[src/rtl/azc_pkg.sv]
// shared constants and types for the auto-zero trim controller
package azc_pkg;

   // *****************************************
   // far-side port adapter i/o map
   // *****************************************
   localparam logic [7:0] PORT_RESULT = 8'hE4; // result input port, write also starts a conversion
   localparam logic [7:0] PORT_TRIM = 8'hE5;
   localparam logic [7:0] PORT_SWITCH = 8'hE6;
   localparam logic [7:0] PORT_CONTROL = 8'hE7;
   localparam logic [7:0] CTRL_WORD_MODE0 = 8'h90; // basic mode, A in, B and C out
   localparam logic [7:0] START_DATA = 8'h00;

   // *****************************************
   // trim and switch codes
   // *****************************************
   localparam logic [7:0] TRIM_PTR_INIT = 8'h80;
   localparam logic [7:0] TRIM_CODE_INIT = 8'h7F;
   localparam logic [7:0] SW_ZERO_CLOSED = 8'h01; // zero_switch closed, signal_switch open
   localparam logic [7:0] SW_TOGGLE = 8'h03;
   localparam logic [7:0] RESULT_INVERT = 8'hFF;
   localparam logic [3:0] APPROX_COUNT = 4'h8;
   localparam logic [15:0] HANDLER_ENTRY = 16'h3C3D;

   // *****************************************
   // own register map (word index on the plain port)
   // *****************************************
   localparam logic [3:0] REG_CTRL = 4'h0;
   localparam logic [3:0] REG_STATUS = 4'h1;
   localparam logic [3:0] REG_TRIM = 4'h2;
   localparam logic [3:0] REG_RESULT = 4'h3;
   localparam logic [3:0] REG_SWITCH = 4'h4;
   localparam logic [3:0] REG_HANDLER = 4'h5;
   localparam int CTRL_ZERO_BIT = 0;
   localparam int CTRL_CONV_BIT = 1;
   localparam int STAT_BUSY_BIT = 0;
   localparam int STAT_ZERODONE_BIT = 1;
   localparam int STAT_CONVDONE_BIT = 2;
   localparam int STAT_ZEROING_BIT = 3;

   // *****************************************
   // timing
   // *****************************************
   localparam int CLK_PERIOD_NS = 25;
   localparam int RD_STROBE_NS = 100; // least read strobe width; the controller holds ioBus.rd high for three cycles, 75 ns
   localparam int RD_CYCLES_INT = (RD_STROBE_NS + CLK_PERIOD_NS - 1) / CLK_PERIOD_NS;
   localparam logic [3:0] RD_CYCLES = 4'(RD_CYCLES_INT);

   // *****************************************
   // types
   // *****************************************
   typedef struct packed {
      logic [7:0] addr;
      logic [7:0] data;
      logic wr;
      logic rd;
   } azc_iobus_t;

   typedef enum logic [3:0] {
      S_IDLE = 4'h0,
      S_CFG = 4'h1,
      S_SW = 4'h2,
      S_TRIM = 4'h3,
      S_START = 4'h4,
      S_WAIT = 4'h5,
      S_READ = 4'h6,
      S_EVAL = 4'h7,
      S_FINISH = 4'h8
   } azc_state_t;

endpackage

[src/rtl/azc_ctrl.sv]
// auto-zero trim controller driving a converter through a parallel port adapter
//
// Added by the designer: the register offsets and the address-and-strobe port.
`timescale 1ns/100ps
`default_nettype none

module azc_ctrl
   import azc_pkg::*;
(
   // clocking
   input wire logic clk_sys,
   input wire logic rst_n,
   input wire logic ce,
   // own register port
   input wire logic [3:0] regAddr,
   input wire logic [15:0] regWrData,
   input wire logic regWr,
   input wire logic regRd,
   output logic [15:0] regRdData,
   // port adapter i/o bus
   output azc_iobus_t ioBus,
   input wire logic [7:0] ioRdData,
   input wire logic intrReq_n
);

   // *****************************************
   // state
   // *****************************************
   azc_state_t state;
   logic zeroing;
   logic cmdZero;
   logic cmdConv;
   logic zeroDone;
   logic convDone;
   logic [7:0] trimCode;
   logic [7:0] trimPtr;
   logic [7:0] swState;
   logic [7:0] result;
   logic [3:0] rdCnt;
   logic [3:0] convCount;
   logic [7:0] dataStable;
   logic intrStable;
   logic intrPrev;
   logic intrPend;
   logic intrEvent;
   logic [7:0] next_trimCode;
   logic [7:0] next_trimPtr;
   logic takeZero;
   logic takeConv;
   logic readLast;

   // *****************************************
   // pin synchronisers
   // *****************************************
   azc_sync #(.W(8), .INIT(8'h00)) uDataSync (
      .clk_sys(clk_sys),
      .rst_n(rst_n),
      .ce(ce),
      .pinIn(ioRdData),
      .stable(dataStable)
   );

   azc_sync #(.W(1), .INIT(1'b1)) uIntrSync (
      .clk_sys(clk_sys),
      .rst_n(rst_n),
      .ce(ce),
      .pinIn(intrReq_n),
      .stable(intrStable)
   );

   // completion seen as the filtered request falling low
   assign intrEvent = intrPrev && !intrStable;
   assign takeZero = (state == S_IDLE) && cmdZero;
   assign takeConv = (state == S_IDLE) && !cmdZero && cmdConv;
   assign readLast = (state == S_READ) && (rdCnt == RD_CYCLES - 4'h1);

   // pending completion, cleared when a new conversion starts; a new edge wins
   always_ff @(posedge clk_sys) begin
      if (!rst_n) begin
         intrPrev <= 1'b1;
         intrPend <= 1'b0;
      end else if (ce) begin
         intrPrev <= intrStable;
         if (intrEvent) begin
            intrPend <= 1'b1;
         end else if (state == S_START) begin
            intrPend <= 1'b0;
         end
      end
   end

   // *****************************************
   // sequencer
   // *****************************************
   always_ff @(posedge clk_sys) begin
      if (!rst_n) begin
         state <= S_IDLE;
         zeroing <= 1'b0;
      end else if (ce) begin
         unique case (state)
            S_IDLE: begin
               if (takeZero) begin
                  state <= S_CFG;
                  zeroing <= 1'b1;
               end else if (takeConv) begin
                  state <= S_START;
                  zeroing <= 1'b0;
               end
            end
            S_CFG: state <= S_SW;
            S_SW: state <= S_TRIM;
            S_TRIM: state <= S_START;
            S_START: state <= S_WAIT;
            S_WAIT: begin
               if (intrPend) begin
                  state <= S_READ;
               end
            end
            S_READ: begin
               if (readLast) begin
                  state <= zeroing ? S_EVAL : S_IDLE;
               end
            end
            S_EVAL: state <= (next_trimPtr == 8'h00) ? S_FINISH : S_TRIM;
            S_FINISH: begin
               state <= S_IDLE;
               zeroing <= 1'b0;
            end
            default: state <= S_IDLE;
         endcase
      end
   end

   // read strobe length counter
   always_ff @(posedge clk_sys) begin
      if (!rst_n) begin
         rdCnt <= 4'h0;
      end else if (ce) begin
         if (state == S_READ) begin
            rdCnt <= rdCnt + 4'h1;
         end else begin
            rdCnt <= 4'h0;
         end
      end
   end

   // *****************************************
   // successive approximation
   // *****************************************
   // decide current bit, then trial the next one at zero
   always_comb begin
      next_trimCode = trimCode;
      next_trimPtr = {1'b0, trimPtr[7:1]};
      if (result != 8'h00) begin
         // converter reads zero for a zero or negative output
         next_trimCode = trimCode | trimPtr; // raise node, pull output down
      end else begin
         next_trimCode = trimCode & ~trimPtr; // lower node, output rises
      end
      if (next_trimPtr != 8'h00) begin
         next_trimCode = next_trimCode & ~next_trimPtr;
      end
   end

   // trim code and bit pointer; untouched outside zeroing
   always_ff @(posedge clk_sys) begin
      if (!rst_n) begin
         trimCode <= TRIM_CODE_INIT;
         trimPtr <= TRIM_PTR_INIT;
      end else if (ce) begin
         if (state == S_SW) begin
            trimCode <= TRIM_CODE_INIT;
            trimPtr <= TRIM_PTR_INIT;
         end else if (state == S_EVAL) begin
            trimCode <= next_trimCode;
            trimPtr <= next_trimPtr;
         end
      end
   end

   // approximation counter, reported in status
   always_ff @(posedge clk_sys) begin
      if (!rst_n) begin
         convCount <= 4'h0;
      end else if (ce) begin
         if (state == S_SW) begin
            convCount <= 4'h0;
         end else if (state == S_EVAL) begin
            convCount <= convCount + 4'h1;
         end
      end
   end

   // result capture; the buffers invert the result read path, writes go out as is
   always_ff @(posedge clk_sys) begin
      if (!rst_n) begin
         result <= 8'h00;
      end else if (ce && readLast) begin
         result <= dataStable ^ RESULT_INVERT;
      end
   end

   // switch image: zero switch closed on entry, both bits flipped at the end
   always_ff @(posedge clk_sys) begin
      if (!rst_n) begin
         swState <= 8'h00;
      end else if (ce) begin
         if (state == S_SW) begin
            swState <= SW_ZERO_CLOSED;
         end else if (state == S_FINISH) begin
            swState <= swState ^ SW_TOGGLE;
         end
      end
   end

   // *****************************************
   // i/o bus master
   // *****************************************
   always_ff @(posedge clk_sys) begin
      if (!rst_n) begin
         ioBus <= '0;
      end else if (ce) begin
         ioBus.wr <= 1'b0;
         ioBus.rd <= 1'b0;
         unique case (state)
            S_CFG: begin
               ioBus.addr <= PORT_CONTROL;
               ioBus.data <= CTRL_WORD_MODE0;
               ioBus.wr <= 1'b1;
            end
            S_SW: begin
               ioBus.addr <= PORT_SWITCH;
               ioBus.data <= SW_ZERO_CLOSED;
               ioBus.wr <= 1'b1;
            end
            S_TRIM: begin
               ioBus.addr <= PORT_TRIM;
               ioBus.data <= trimCode;
               ioBus.wr <= 1'b1;
            end
            S_START: begin
               ioBus.addr <= PORT_RESULT;
               ioBus.data <= START_DATA;
               ioBus.wr <= 1'b1;
            end
            S_READ: begin
               ioBus.addr <= PORT_RESULT;
               ioBus.rd <= !readLast;
            end
            S_FINISH: begin
               ioBus.addr <= PORT_SWITCH;
               ioBus.data <= swState ^ SW_TOGGLE;
               ioBus.wr <= 1'b1;
            end
            default: begin
            end
         endcase
      end
   end

   // *****************************************
   // own registers
   // *****************************************
   // commands wait in idle; a new command wins over the take
   always_ff @(posedge clk_sys) begin
      if (!rst_n) begin
         cmdZero <= 1'b0;
         cmdConv <= 1'b0;
      end else if (ce) begin
         if (regWr && regAddr == REG_CTRL && regWrData[CTRL_ZERO_BIT]) begin
            cmdZero <= 1'b1;
         end else if (takeZero) begin
            cmdZero <= 1'b0;
         end
         if (regWr && regAddr == REG_CTRL && regWrData[CTRL_CONV_BIT]) begin
            cmdConv <= 1'b1;
         end else if (takeConv) begin
            cmdConv <= 1'b0;
         end
      end
   end

   // sticky done flags, cleared by writing one; set wins
   always_ff @(posedge clk_sys) begin
      if (!rst_n) begin
         zeroDone <= 1'b0;
         convDone <= 1'b0;
      end else if (ce) begin
         if (state == S_FINISH) begin
            zeroDone <= 1'b1;
         end else if (regWr && regAddr == REG_STATUS && regWrData[STAT_ZERODONE_BIT]) begin
            zeroDone <= 1'b0;
         end
         if (readLast && !zeroing) begin
            convDone <= 1'b1;
         end else if (regWr && regAddr == REG_STATUS && regWrData[STAT_CONVDONE_BIT]) begin
            convDone <= 1'b0;
         end
      end
   end

   // read data one cycle after the strobe, zero elsewhere
   always_ff @(posedge clk_sys) begin
      if (!rst_n) begin
         regRdData <= 16'h0000;
      end else if (ce) begin
         regRdData <= 16'h0000;
         if (regRd) begin
            unique case (regAddr)
               REG_CTRL: regRdData <= {14'h0000, cmdConv, cmdZero};
               REG_STATUS: regRdData <= {8'h00, convCount, zeroing, convDone,
                                         zeroDone, state != S_IDLE};
               REG_TRIM: regRdData <= {8'h00, trimCode};
               REG_RESULT: regRdData <= {8'h00, result};
               REG_SWITCH: regRdData <= {8'h00, swState};
               REG_HANDLER: regRdData <= HANDLER_ENTRY;
               default: regRdData <= 16'h0000;
            endcase
         end
      end
   end
endmodule // azc_ctrl

`default_nettype wire

[src/rtl/azc_sync.sv]
// three-stage pin synchroniser with agreement filter
`timescale 1ns/100ps
`default_nettype none

module azc_sync #(
   parameter int W = 8,
   parameter logic [W-1:0] INIT = '0
) (
   // clocking
   input wire logic clk_sys,
   input wire logic rst_n,
   input wire logic ce,
   // pin side
   input wire logic [W-1:0] pinIn,
   // clean side
   output logic [W-1:0] stable
);
   logic [W-1:0] s1;
   logic [W-1:0] s2;
   logic [W-1:0] s3;

   // shift chain; s1 feeds s2 only
   always_ff @(posedge clk_sys) begin
      if (!rst_n) begin
         s1 <= INIT;
         s2 <= INIT;
         s3 <= INIT;
      end else if (ce) begin
         s1 <= pinIn;
         s2 <= s1;
         s3 <= s2;
      end
   end

   // a change counts once stages two and three agree
   always_ff @(posedge clk_sys) begin
      if (!rst_n) begin
         stable <= INIT;
      end else if (ce && (s2 == s3)) begin
         stable <= s3;
      end
   end
endmodule // azc_sync

`default_nettype wire

[config.mk]
export PLATFORM = sky130hd
export DESIGN_NAME = azc_ctrl
export DESIGN_NICKNAME = d
export VERILOG_FILES = /design/src/rtl/azc_pkg.sv /design/src/rtl/azc_ctrl.sv /design/src/rtl/azc_sync.sv
export SDC_FILE = /design/constraint.sdc
export NUM_CORES = 1
export LEC_CHECK = 0
export ABC_AREA = 1
export BUFFER_PORTS_ARGS = -buffer_cell sky130_fd_sc_hd__buf_2
export CAP_MARGIN = 20
export CORE_ASPECT_RATIO = 1.75
export CORE_MARGIN = 10
export CORE_UTILIZATION = 45
export CTS_CLUSTER_SIZE = 10
export DETAILED_ROUTE_END_ITERATION = 10
export GPL_TIMING_DRIVEN = 0
export PLACE_DENSITY = 0.74
export RECOVER_POWER = 50
export SLEW_MARGIN = 10
export SYNTH_ARGS = -nofsm -noshare
export SYNTH_HDL_FRONTEND = slang
export SYNTH_HIERARCHICAL = 1
export SYNTH_SLANG_ARGS = --single-unit
[constraint.sdc]
create_clock -name clk_sys -period 1.4 [get_ports clk_sys]
set_input_delay 0.21 -clock clk_sys [delete_from_list [all_inputs] [get_ports clk_sys]]
set_output_delay 0.21 -clock clk_sys [all_outputs]
set_load 0.005 [all_outputs]
==> run_results.csv, run 1 <==
group,metric,value,unit
final_layout,drive_gt1_frac,0.259,
final_layout,syn_to_final_growth,25.6,%
route,drt-initial-drc-count,355,
setup_path,cp_slowest_stage_delay,310,ps
final_layout,postLayoutCellArea,0.00608,mm^2
yosys,synth_top_area_frac,0.426,
yosys,yosys.area.top_type,"dfxtp_1",
yosys,netlist_instances,681,
final_layout,fill_cells,980,
sta,fmax,0.700,GHz
floorplan,dieArea,0.0155,mm^2
sta,setup_tns,-234,ps
final_layout,diodes,0,
pwr,switching_share,0.272,
yosys,synthDistinctLibCells,36,
pwr,p_leak,2.65,nW
pwr,p_per_area,1110,mW/mm^2
floorplan,ios,68,
pwr,comb_power_share,0.140,
route,drc,0,
pwr,power.share.clock,0.396,
global_route,grt_overflow,0,
setup_path,reg2reg_slack,-30,ps
yosys,yosys_warnings,6,
clocking,clock-sinks,103,
sta,fin_skew,11.5,ps
setup_path,crit_path_frequent_cell,"nor2_4",
run_status,outcome,"finished with violations",
yosys,synth.top_cells.by_area,"dfxtp_1, nand2_1, nand3_1",
final_layout,nets,808,
global_route,antenna_found_initial,0,
pwr,switchingPower,1.84,mW
sta,slew_headroom,0.523,
clocking,cts_root_buf,"clkbuf_16",
worst_hold_path,hp-class,"in2reg",
yosys,synth_area,0.00484,mm^2
clocking,clk_pin_slew,70,ps
final_layout,final_common_cell,"nand2_1",
pwr,p_int,4.91,mW
route,dr.pass1.iters,5,
sta,final-max-slew-violation-count,0,
setup_path,crit_type,"reg2reg",
route,vias_per_cell,5.45,
floorplan,coreArea,0.0106,mm^2
clocking,clk-insertion-delay-late,350,ps
global_route,grt_pass1_wl,22100,um
setup_path,cp-start-kind,"flip-flop",
clocking,tritoncts,"built",
run_status,failed_checks,"setup timing",
setup_path,crit_required,1600,ps
yosys,synth-seq-cells,103,
sta,rsz0062_at_grt,"yes",
floorplan,start_util,0.455,
pwr,irDropWorstVdd,793,uV
placement,portBuffers,48,
placement,placed_area,0.00527,mm^2
global_route,grt_start_max_net_pins,19,
pwr,power_frac_seq,0.463,
final_layout,mostFrequentLayoutCells,"nand2_1, dfxtp_1, nor2_1",
sta,fin_ws,-28.6,ps
sta,worstMarginPinSlew,716,ps
yosys,syn_avg_cell_area,7.11,um^2
route,final_antenna_net_count,0,
route,totalWireLength,14100,um
floorplan,chipHeight,157,um
clocking,cts_htree_levels,3,
setup_path,path_cells,"buf_6 > nor2_4 > buf_4 > nand4_1 > nand2_2 > nor2_4 > nand2_1 > a21oi_1",
global_route,grt_pass1_vias,4750,
global_route,track_usage,0.171,
setup_path,cp_max_fo,8,
sta,finalHoldViolCount,0,
yosys,ys_seq_area_frac,0.426,
clocking,cts-buffers-inserted,9,
route,wl_per_cell,15.6,um
placement,gp_congestion,0.968,
sta,period_minus_slack,1430,ps
clocking,clk_path_buf_depth,2,
sta,setup_violations,16,
sta,post-route-period-util,1.02,
setup_path,endpoint_kind,"flip-flop",
flow_run,drv_cap,0,
placement,dpl.hpwl,9860,um
route,vias,4947,
setup_path,cp_slowest_cell,"dfxtp_1",
floorplan,rows,50,
floorplan,dieWidth,98.4,um
setup_path,arrival,1630,ps
-- power by group through the flow --
| stage | clock network, mW | registers, mW | logic (mW) |
|---|---|---|---|
| 2_1_floorplan | 0 | 3.17 | 0.534 |
| 3_3_place_gp | 0 | 3.18 | 0.749 |
| 3_5_place_dp | 0 | 3.18 | 0.772 |
| 4_1_cts | 2.72 | 3.12 | 0.811 |
| 5_1_grt | 2.84 | 3.14 | 1.04 |
| 6_report | 2.68 | 3.13 | 0.948 |
-- cells in the mapped netlist, drive strengths merged --
cell type and number:
nand2 156, dfxtp 103, nor2 89, nand3 78
a21oi 64, inv 61, o21ai 52, buf 23
clkbuf 13, nand4 13, o211ai 5, a21boi 4
o21bai 4, xor2 3, ha 2, nor3 2
o2111ai 2, and3 1, conb 1, nand3b 1
o21a 1, or2 1, or3 1, xnor2 1
-- timing repair --
item,in CTS,in global routing
setup buffers,13,11
gates cloned,2,1
endpoints found under the hold margin,0,0
hold buffers,0,0
pin swaps,10,29
gates resized for setup,38,70
setup endpoints to repair,40,56
-- flip-flops by register name (all words and copies together), names as in the netlist, 2 cells and up --
name and cells:
rdCnt 4, uDataSync/stable 8, uDataSync/s2 8, swState 2, regRdData 9, uDataSync/s1 8
ioBus 13, trimPtr 8, result 8, state 4, convCount 4, trimCode 8
uDataSync/s3 8
-- kinds of logic (layout without fill, tap and decap cells) --
| group | after synthesis | count (layout) | share of synthesized area |
|---|---|---|---|
| flip-flops | 103 | 103 | 0.426 |
| AND/OR/NAND/NOR | 342 | 343 | 0.321 |
| adder cells (fa/ha/maj) | 2 | 2 | 0.00517 |
| XOR/XNOR | 4 | 4 | 0.00723 |
| AO/OA/AOI/OAI | 132 | 132 | 0.149 |
| other | 1 | 6 | 0.000774 |
| buffers and inverters | 97 | 187 | 0.0915 |
-- per-layer routing --
metal,track usage,vias up,part of all wire
met4,0.0994,0,0.061
met5,0,-,0
li1,-,2415,-
met3,0.0399,66,0.047
met1,0.162,2281,0.36
met2,0.323,185,0.53
-- critical path, delay by kind of cell, from the launching register on --
family                 cells  cell delay (ps)
DFF                        1              310
and+or+nand+nor            5              610
buffers and inverters      2              300
AOI/OAI and AO/OA          1               60
-- area by class of cell --
cell class              count  area, um^2  area share
multi-input cells         487        2590       0.426
flip-flops and latches    103        2090       0.343
repair buffers             74         439      0.0722
clock buffers              11         253      0.0415
inverters                  61         246      0.0405
plain buffers              36         234      0.0385
well taps                 130         163      0.0267
clock inverters             5        70.1      0.0115
-- through the flow --
stage | utilization | cells | worst slack [ps] | power, mW | hold slack, ps
floorplan | - | 686 | 27.2 | 3.71 | 279
global placement | 0.495 | 864 | -358 | 3.93 | 416
detailed placement | 0.495 | 864 | -389 | 3.96 | 425
CTS | 0.547 | 895 | -8.97 | 6.64 | 70.6
global route | 0.572 | 907 | -102 | 7.02 | 88.2
finish | 0.572 | 907 | -28.6 | 6.75 | 73.3
-- path summary, 6_finish.rpt --
kind,start,endpoint,cells after the start
min reg2reg,uDataSync/stable[4]$_SDFFE_PN0P_,result[4]$_SDFFE_PN0P_,1
max,state[3]$_SDFFE_PN0P_,state[1]$_SDFFE_PN0P_,8
min,intrReq_n,uIntrSync/s1$_SDFFE_PN1P_,3
max reg2reg,state[3]$_SDFFE_PN0P_,state[1]$_SDFFE_PN0P_,8
Power figures use the tool's default switching activity.
==> inputs of run 2 (changes only) <==
--- a/config.mk
+++ b/config.mk
@@ -16,6 +16,7 @@
 export GPL_TIMING_DRIVEN = 0
 export PLACE_DENSITY = 0.74
 export RECOVER_POWER = 50
+export SETUP_SLACK_MARGIN = 0.2
 export SLEW_MARGIN = 10
 export SYNTH_ARGS = -nofsm -noshare
 export SYNTH_HDL_FRONTEND = slang
==> constraint.sdc (replaced) <==
create_clock -name clk_sys -period 1.4 [get_ports clk_sys]
set_input_delay 0.14 -clock clk_sys [delete_from_list [all_inputs] [get_ports clk_sys]]
set_output_delay 0.14 -clock clk_sys [all_outputs]
set_load 0.005 [all_outputs]
==> run 2 against run 1 <==
Compared with the run above:
- the run still ends with setup timing left
- clock skew shrank 0.89 ps
- first-iteration DRC count shrank 3.7%
- combinational power grew 9.7%
- clock power shrank 4%
- power shrank 0.25%
- global-route usage grew 0.40 points
- core utilization grew 3.0 points
- largest power group unchanged
- highest routed layer unchanged
==> run_results.csv, run 2 (synthesis results as in run 1) <==
group,metric,value,unit
setup_path,endpoint_kind,"flip-flop",
pwr,power.share.clock,0.381,
setup_path,worst-path-buf-inv,2,
setup_path,cp_max_fo,7,
sta,slew_headroom,0.516,
sta,period_minus_slack,1460,ps
route,wl_per_cell,15.7,um
setup_path,worstReg2RegEnd,"ioBus[3]$_SDFFE_PN0P_",
global_route,grt_overflow,0,
sta,setup_violations,24,
setup_path,r2r_cells,8,
floorplan,dieWidth,98.4,um
clocking,holdBufCountCts,0,
sta,worstMarginPinSlew,727,ps
final_layout,fin_util,0.602,
clocking,cts-buffers-inserted,9,
sta,rsz0062_at_grt,"yes",
sta,post-route-period-util,1.04,
clocking,cts_root_buf,"clkbuf_16",
pwr,switchingPower,1.84,mW
setup_path,cp_top_family,"simple AND/OR/NAND/NOR gates",
route,drt-initial-drc-count,342,
placement,portBuffers,48,
setup_path,endpoint,"ioBus[3]$_SDFFE_PN0P_",
final_layout,drive_gt1_frac,0.321,
floorplan,coreArea,0.0106,mm^2
pwr,switching_share,0.273,
final_layout,nets,815,
final_layout,seq_area,0.00210,mm^2
global_route,grt_pass1_vias,4871,
clocking,clk-insertion-delay-late,340,ps
setup_path,crit_required,1680,ps
setup_path,reg2reg_from,"state[3]$_SDFFE_PN0P_",
route,final_antenna_net_count,0,
clocking,clk_path_buf_depth,2,
final_layout,mostFrequentLayoutCells,"nand2_1, dfxtp_1, nor2_1",
floorplan,dieArea,0.0155,mm^2
floorplan,ios,68,
route,dr.pass1.iters,5,
floorplan,start_util,0.455,
final_layout,top_register,"ioBus",
route,totalWireLength,14300,um
sta,fin_ws,-60.7,ps
sta,fin_skew,10.6,ps
clocking,tritoncts,"built",
final_layout,final_common_cell,"nand2_1",
global_route,antenna_found_initial,0,
global_route,grt_start_max_net_pins,18,
setup_path,crit_type,"reg2reg",
final_layout,syn_to_final_growth,32.2,%
sta,fmax,0.685,GHz
route,vias,4902,
pwr,p_int,4.90,mW
final_layout,multi_input_area,0.00276,mm^2
final_layout,largest_register_ffs,13,
pwr,p_leak,2.74,nW
final_layout,top_regs,"ioBus (13), regRdData (9)",
worst_hold_path,hp-class,"in2reg",
pwr,comb_power_share,0.155,
pwr,irDropWorstVdd,774,uV
pwr,power.total,6.73,mW
global_route,track_usage,0.175,
pwr,p_per_area,1050,mW/mm^2
setup_path,cp_slowest_cell,"dfxtp_1",
setup_path,cp-start-kind,"flip-flop",
run_status,outcome,"finished with violations",
placement,gp_congestion,0.904,
sta,final-max-slew-violation-count,0,
global_route,grt_pass1_wl,22600,um
route,drc,0,
setup_path,cp_slowest_stage_delay,310,ps
final_layout,diodes,0,
flow_run,drv_cap,0,
setup_path,arrival,1740,ps
pwr,power_frac_seq,0.465,
sta,finalHoldViolCount,0,
clocking,clock-sinks,103,
placement,dpl.hpwl,9860,um
setup_path,path_depth,8,
placement,preCtsSetupSlack,-327,ps
setup_path,crit_path_frequent_cell,"nand2_1",
clocking,cts_htree_levels,3,
setup_path,crit_start,"state[3]$_SDFFE_PN0P_",
final_layout,fill_cells,936,
clocking,clk_pin_slew,70,ps
floorplan,chipHeight,157,um
setup_path,reg2reg_slack,-60,ps
route,vias_per_cell,5.36,
run_status,failed_checks,"setup timing",
setup_path,path_cells,"buf_6 > nor2_4 > nand3_2 > inv_4 > nand2_1 > o21ai_0 > nand2_1 > a21oi_1",
floorplan,rows,50,
[run 2: stage by stage]
| step | hold WS (ps) | setup TNS (ps) | area (um^2) | cells |
|---|---|---|---|---|
| floorplan | 209 | 0 | 4970 | 686 |
| global placement | 360 | -9670 | 5370 | 864 |
| detailed placement | 362 | -10860 | 5370 | 864 |
| CTS | 6.59 | 0 | 6140 | 902 |
| global route | 30.9 | -3880 | 6400 | 914 |
| finish | 8.59 | -851 | 6400 | 914 |
[run 2: metal layers]
metal  track usage  part of all wire
met4         0.106             0.042
met1         0.167              0.35
met3        0.0303             0.048
met5             0                 0
met2         0.336              0.56
[run 2: what timing repair did]
| action | in CTS | in global routing |
|---|---|---|
| cloned | 2 | 0 |
| buffers inserted | 20 | 12 |
| gates resized for setup | 82 | 56 |
| pin swaps | 30 | 26 |
| setup endpoints to repair | 65 | 72 |
[run 2: power by group through the flow]
stage / clock, mW / sequential, mW / combinational [mW]
2_1_floorplan: 0 / 3.18 / 0.558
3_3_place_gp: 0 / 3.18 / 0.776
3_5_place_dp: 0 / 3.19 / 0.793
4_1_cts: 2.60 / 3.13 / 0.919
5_1_grt: 2.70 / 3.14 / 1.15
6_report: 2.56 / 3.13 / 1.04
[run 2: layout make-up]
| class | count | area share |
|---|---|---|
| Timing Repair Buffer | 82 | 0.0891 |
| Clock inverter | 6 | 0.0106 |
| Clock buffer | 10 | 0.0373 |
| Tap cell | 130 | 0.0254 |
| Multi-Input combinational cell | 486 | 0.431 |
| Buffer | 36 | 0.0397 |
| Sequential cell | 103 | 0.327 |
| Inverter | 61 | 0.0397 |
[run 2: worst register-to-register path: stages (launching register included)]
cell,delay [ps]
dfxtp_1,310
buf_6,130
nor2_4,230
nand3_2,160
inv_4,130
nand2_1,70
o21ai_0,130
nand2_1,100
a21oi_1,130
[run 2: how the worst min path moves through the flow]
stage	slack, ps	startpoint	to	depth (start not counted)
after global routing	30	ioRdData[7]	uDataSync/s1[7]$_SDFFE_PN0P_	3
after CTS	7	intrReq_n	uIntrSync/s1$_SDFFE_PN1P_	3
after global placement	360	intrReq_n	uIntrSync/s1$_SDFFE_PN1P_	3
after floorplan	210	rst_n	uIntrSync/s3$_SDFFE_PN1P_	1
after detailed placement	360	intrReq_n	uIntrSync/s1$_SDFFE_PN1P_	3
final	9	intrReq_n	uIntrSync/s1$_SDFFE_PN1P_	3
==> inputs of run 3 (changes only) <==
--- a/config.mk
+++ b/config.mk
@@ -5,7 +5,6 @@
 export SDC_FILE = /design/constraint.sdc
 export NUM_CORES = 1
 export LEC_CHECK = 0
-export ABC_AREA = 1
 export BUFFER_PORTS_ARGS = -buffer_cell sky130_fd_sc_hd__buf_2
 export CAP_MARGIN = 20
 export CORE_ASPECT_RATIO = 1.75
@@ -17,6 +16,7 @@
 export PLACE_DENSITY = 0.74
 export RECOVER_POWER = 50
 export SETUP_SLACK_MARGIN = 0.2
+export SKIP_CTS_REPAIR_TIMING = 1
 export SLEW_MARGIN = 10
 export SYNTH_ARGS = -nofsm -noshare
 export SYNTH_HDL_FRONTEND = slang
==> run 3 against run 2 <==
Compared with the run above:
- the run still ends with setup timing left
- sequential power increased by 7.3%
- synthesized cell count fell by 21%
- via count decreased by 12%
- wire length decreased by 0.76%
- sequential share of layout area fell by 0.48 points
- register-to-register slack lost 240 ps
- combinational power grew to 3.8 times the previous value
- setup slack worse by 240 ps
- largest power group is now combinational cells
- critical path depth down 4
- clock power decreased by 6%
- first-iteration DRC count is 32% lower
==> run_results.csv, run 3 <==
group,metric,value,unit
run_status,outcome,"finished with violations",
run_status,failed_checks,"setup timing",
worst_hold_path,min_path_cells,3,
sta,fin_ws,-297,ps
global_route,grt_start_max_net_pins,16,
final_layout,diodes,0,
pwr,power.total,9.66,mW
placement,preCtsSetupSlack,-415,ps
yosys,synthDistinctLibCells,65,
pwr,power.share.clock,0.248,
route,drt-initial-drc-count,233,
setup_path,path_cells,"or4_4 > a311oi_4 > a221oi_1 > a211o_1",
sta,fmax,0.589,GHz
pwr,switchingPower,3.31,mW
sta,slew_headroom,0.507,
placement,dpl.hpwl,10200,um
route,vias,4300,
setup_path,arrival,1940,ps
clocking,clk-insertion-delay-late,350,ps
route,final_antenna_net_count,0,
route,vias_per_cell,5.64,
clocking,cts_htree_levels,3,
setup_path,r2r_cells,4,
final_layout,drive_gt1_frac,0.340,
yosys,synth_edf_count,0,
route,drc,0,
floorplan,chipHeight,157,um
global_route,antenna_found_initial,0,
final_layout,nets,666,
placement,gp_congestion,0.930,
setup_path,crit_required,1640,ps
placement,portBuffers,45,
floorplan,ios,68,
final_layout,top_regs,"ioBus (13), regRdData (9)",
sta,fin_skew,10.1,ps
pwr,power_frac_seq,0.348,
route,totalWireLength,14200,um
yosys,synth_top_area_frac,0.429,
setup_path,cp_slowest_stage_delay,560,ps
yosys,yosysMostFrequentCell,"dfxtp_1",
clocking,clk_pin_slew,70,ps
pwr,p_per_area,1490,mW/mm^2
floorplan,rows,49,
setup_path,cp_slowest_cell,"or4_4",
floorplan,dieArea,0.0154,mm^2
final_layout,syn_to_final_growth,34.9,%
final_layout,top_register,"ioBus",
yosys,synth.top_cells.by_area,"dfxtp_1, mux2i_1, nand2_1",
global_route,grt_pass1_vias,4328,
flow_run,drv_cap,0,
yosys,syn_avg_cell_area,8.94,um^2
global_route,grt_pass1_wl,21500,um
setup_path,cp_max_fo,3,
setup_path,endpoint_kind,"flip-flop",
pwr,comb_power_share,0.403,
sta,period_minus_slack,1700,ps
worst_hold_path,hp-class,"in2reg",
clocking,cts-buffers-inserted,9,
worst_hold_path,hold_start,"intrReq_n",
yosys,yosys.area.top_type,"dfxtp_1",
yosys,async_reset_ff_frac,0,
clocking,tritoncts,"built",
yosys,synth-seq-cells,103,
final_layout,largest_register_ffs,13,
sta,setup_violations,52,
setup_path,cp_top_family,"compound AO/OA/AOI/OAI gates",
global_route,track_usage,0.171,
floorplan,start_util,0.464,
setup_path,cp-start-kind,"flip-flop",
route,dr.pass1.iters,5,
clocking,cts_root_buf,"clkbuf_16",
final_layout,final_common_cell,"dfxtp_1",
pwr,p_int,6.35,mW
setup_path,crit_start,"result[2]$_SDFFE_PN0P_",
global_route,grt_overflow,0,
sta,post-route-period-util,1.21,
sta,rsz0062_at_grt,"yes",
final_layout,mostFrequentLayoutCells,"dfxtp_1, nand2_1, mux2i_1",
yosys,ys_seq_area_frac,0.429,
route,wl_per_cell,18.7,um
setup_path,worstReg2RegEnd,"trimCode[2]$_SDFFE_PN1P_",
yosys,netlist_instances,538,
yosys,yosys_warnings,6,
clocking,clock-sinks,103,
clocking,clk_path_buf_depth,2,
sta,finalHoldViolCount,0,
setup_path,crit_type,"reg2reg",
sta,final-max-slew-violation-count,0,
setup_path,reg2reg_slack,-300,ps
pwr,p_leak,2.41,nW
sta,worstMarginPinSlew,739,ps
pwr,switching_share,0.342,
setup_path,reg2reg_from,"result[2]$_SDFFE_PN0P_",
yosys,ys_dominant_reg_cell,"dfxtp_1",
worst_hold_path,whs_endpoint,"uIntrSync/s1$_SDFFE_PN1P_",
yosys,synth_area,0.00481,mm^2
pwr,irDropWorstVdd,979,uV
floorplan,coreArea,0.0104,mm^2
setup_path,worst-path-buf-inv,0,
yosys,ys_top_cells_by_count,"dfxtp_1, nand2_1, mux2i_1",
floorplan,dieWidth,98.1,um
[run 3: cell count changes after synthesis, moves of 14 or more]
cell / delta
inv_1: -43
nand2_1: -87
a21oi_1: -24
o21ai_0: -31
nor2b_1: +32
nor2_1: -43
a211oi_1: +14
mux2i_1: +37
nand3_1: -64
[run 3: stage by stage]
step | hold WS (ps) | instance area [um^2] | utilization | cells | setup TNS (ps)
6_report | 15.1 | 6490 | 0.626 | 762 | -5650
5_1_grt | 51.5 | 6490 | 0.626 | 762 | -9910
4_1_cts | 13.5 | 5810 | 0.561 | 731 | -9230
3_5_place_dp | 369 | 5530 | 0.534 | 715 | -13350
3_3_place_gp | 367 | 5530 | 0.534 | 715 | -11870
2_1_floorplan | 202 | 5150 | - | 543 | -1440
[run 3: layout make-up]
type / instances / area [um^2]
repair buffers: 76 / 562
inverters: 11 / 41.3
flip-flops and latches: 103 / 2090
multi-input cells: 384 / 2970
clock buffers: 14 / 264
fillers: 871 / 3870
clock inverters: 2 / 15.0
well taps: 127 / 159
plain buffers: 45 / 388
[run 3: power by group through the flow]
stage	Clock [mW]	Combinational, mW	Sequential [mW]
floorplan	0	2.13	3.34
global placement	0	2.73	3.39
detailed placement	0	2.76	3.40
CTS	2.44	2.76	3.33
global route	2.54	4.13	3.38
finish	2.40	3.90	3.36
[run 3: worst max-delay path by stage]
stage	to	slack [ps]	cells past startpoint
after global routing	trimCode[2]$_SDFFE_PN1P_	-370	4
after CTS	result[6]$_SDFFE_PN0P_	-380	6
after global placement	trimPtr[6]$_SDFFE_PN0P_	-370	8
final	trimCode[2]$_SDFFE_PN1P_	-300	4
after floorplan	trimCode[2]$_SDFFE_PN1P_	-180	4
after detailed placement	trimPtr[3]$_SDFFE_PN0P_	-420	8
[run 3: cell families (layout without fill, tap and decap cells)]
family                   count (synthesis)  after routing  share of synthesized area
multiplexers                            44             44                     0.0934
XOR/XNOR                                15             15                     0.0273
flip-flops                             103            103                      0.429
other                                    1              6                   0.000780
adder cells (fa/ha/maj)                  2              2                    0.00520
AO/OA/AOI/OAI                          127            127                      0.174
buffers and inverters                   56            148                     0.0580
AND/OR/NAND/NOR                        190            190                      0.212
[run 3: metal layers]
metal | global-route usage | wire [um]
met5 | 0 | 0
met4 | 0.0980 | 680
met3 | 0.0362 | 681
met2 | 0.324 | 7740
met1 | 0.166 | 5130
[run 3: worst register-to-register path: cells and delay by family (launching register included)]
kind / cells / cell delay (ps)
AOI/OAI and AO/OA: 3 / 710
and+or+nand+nor: 1 / 560
DFF: 1 / 320
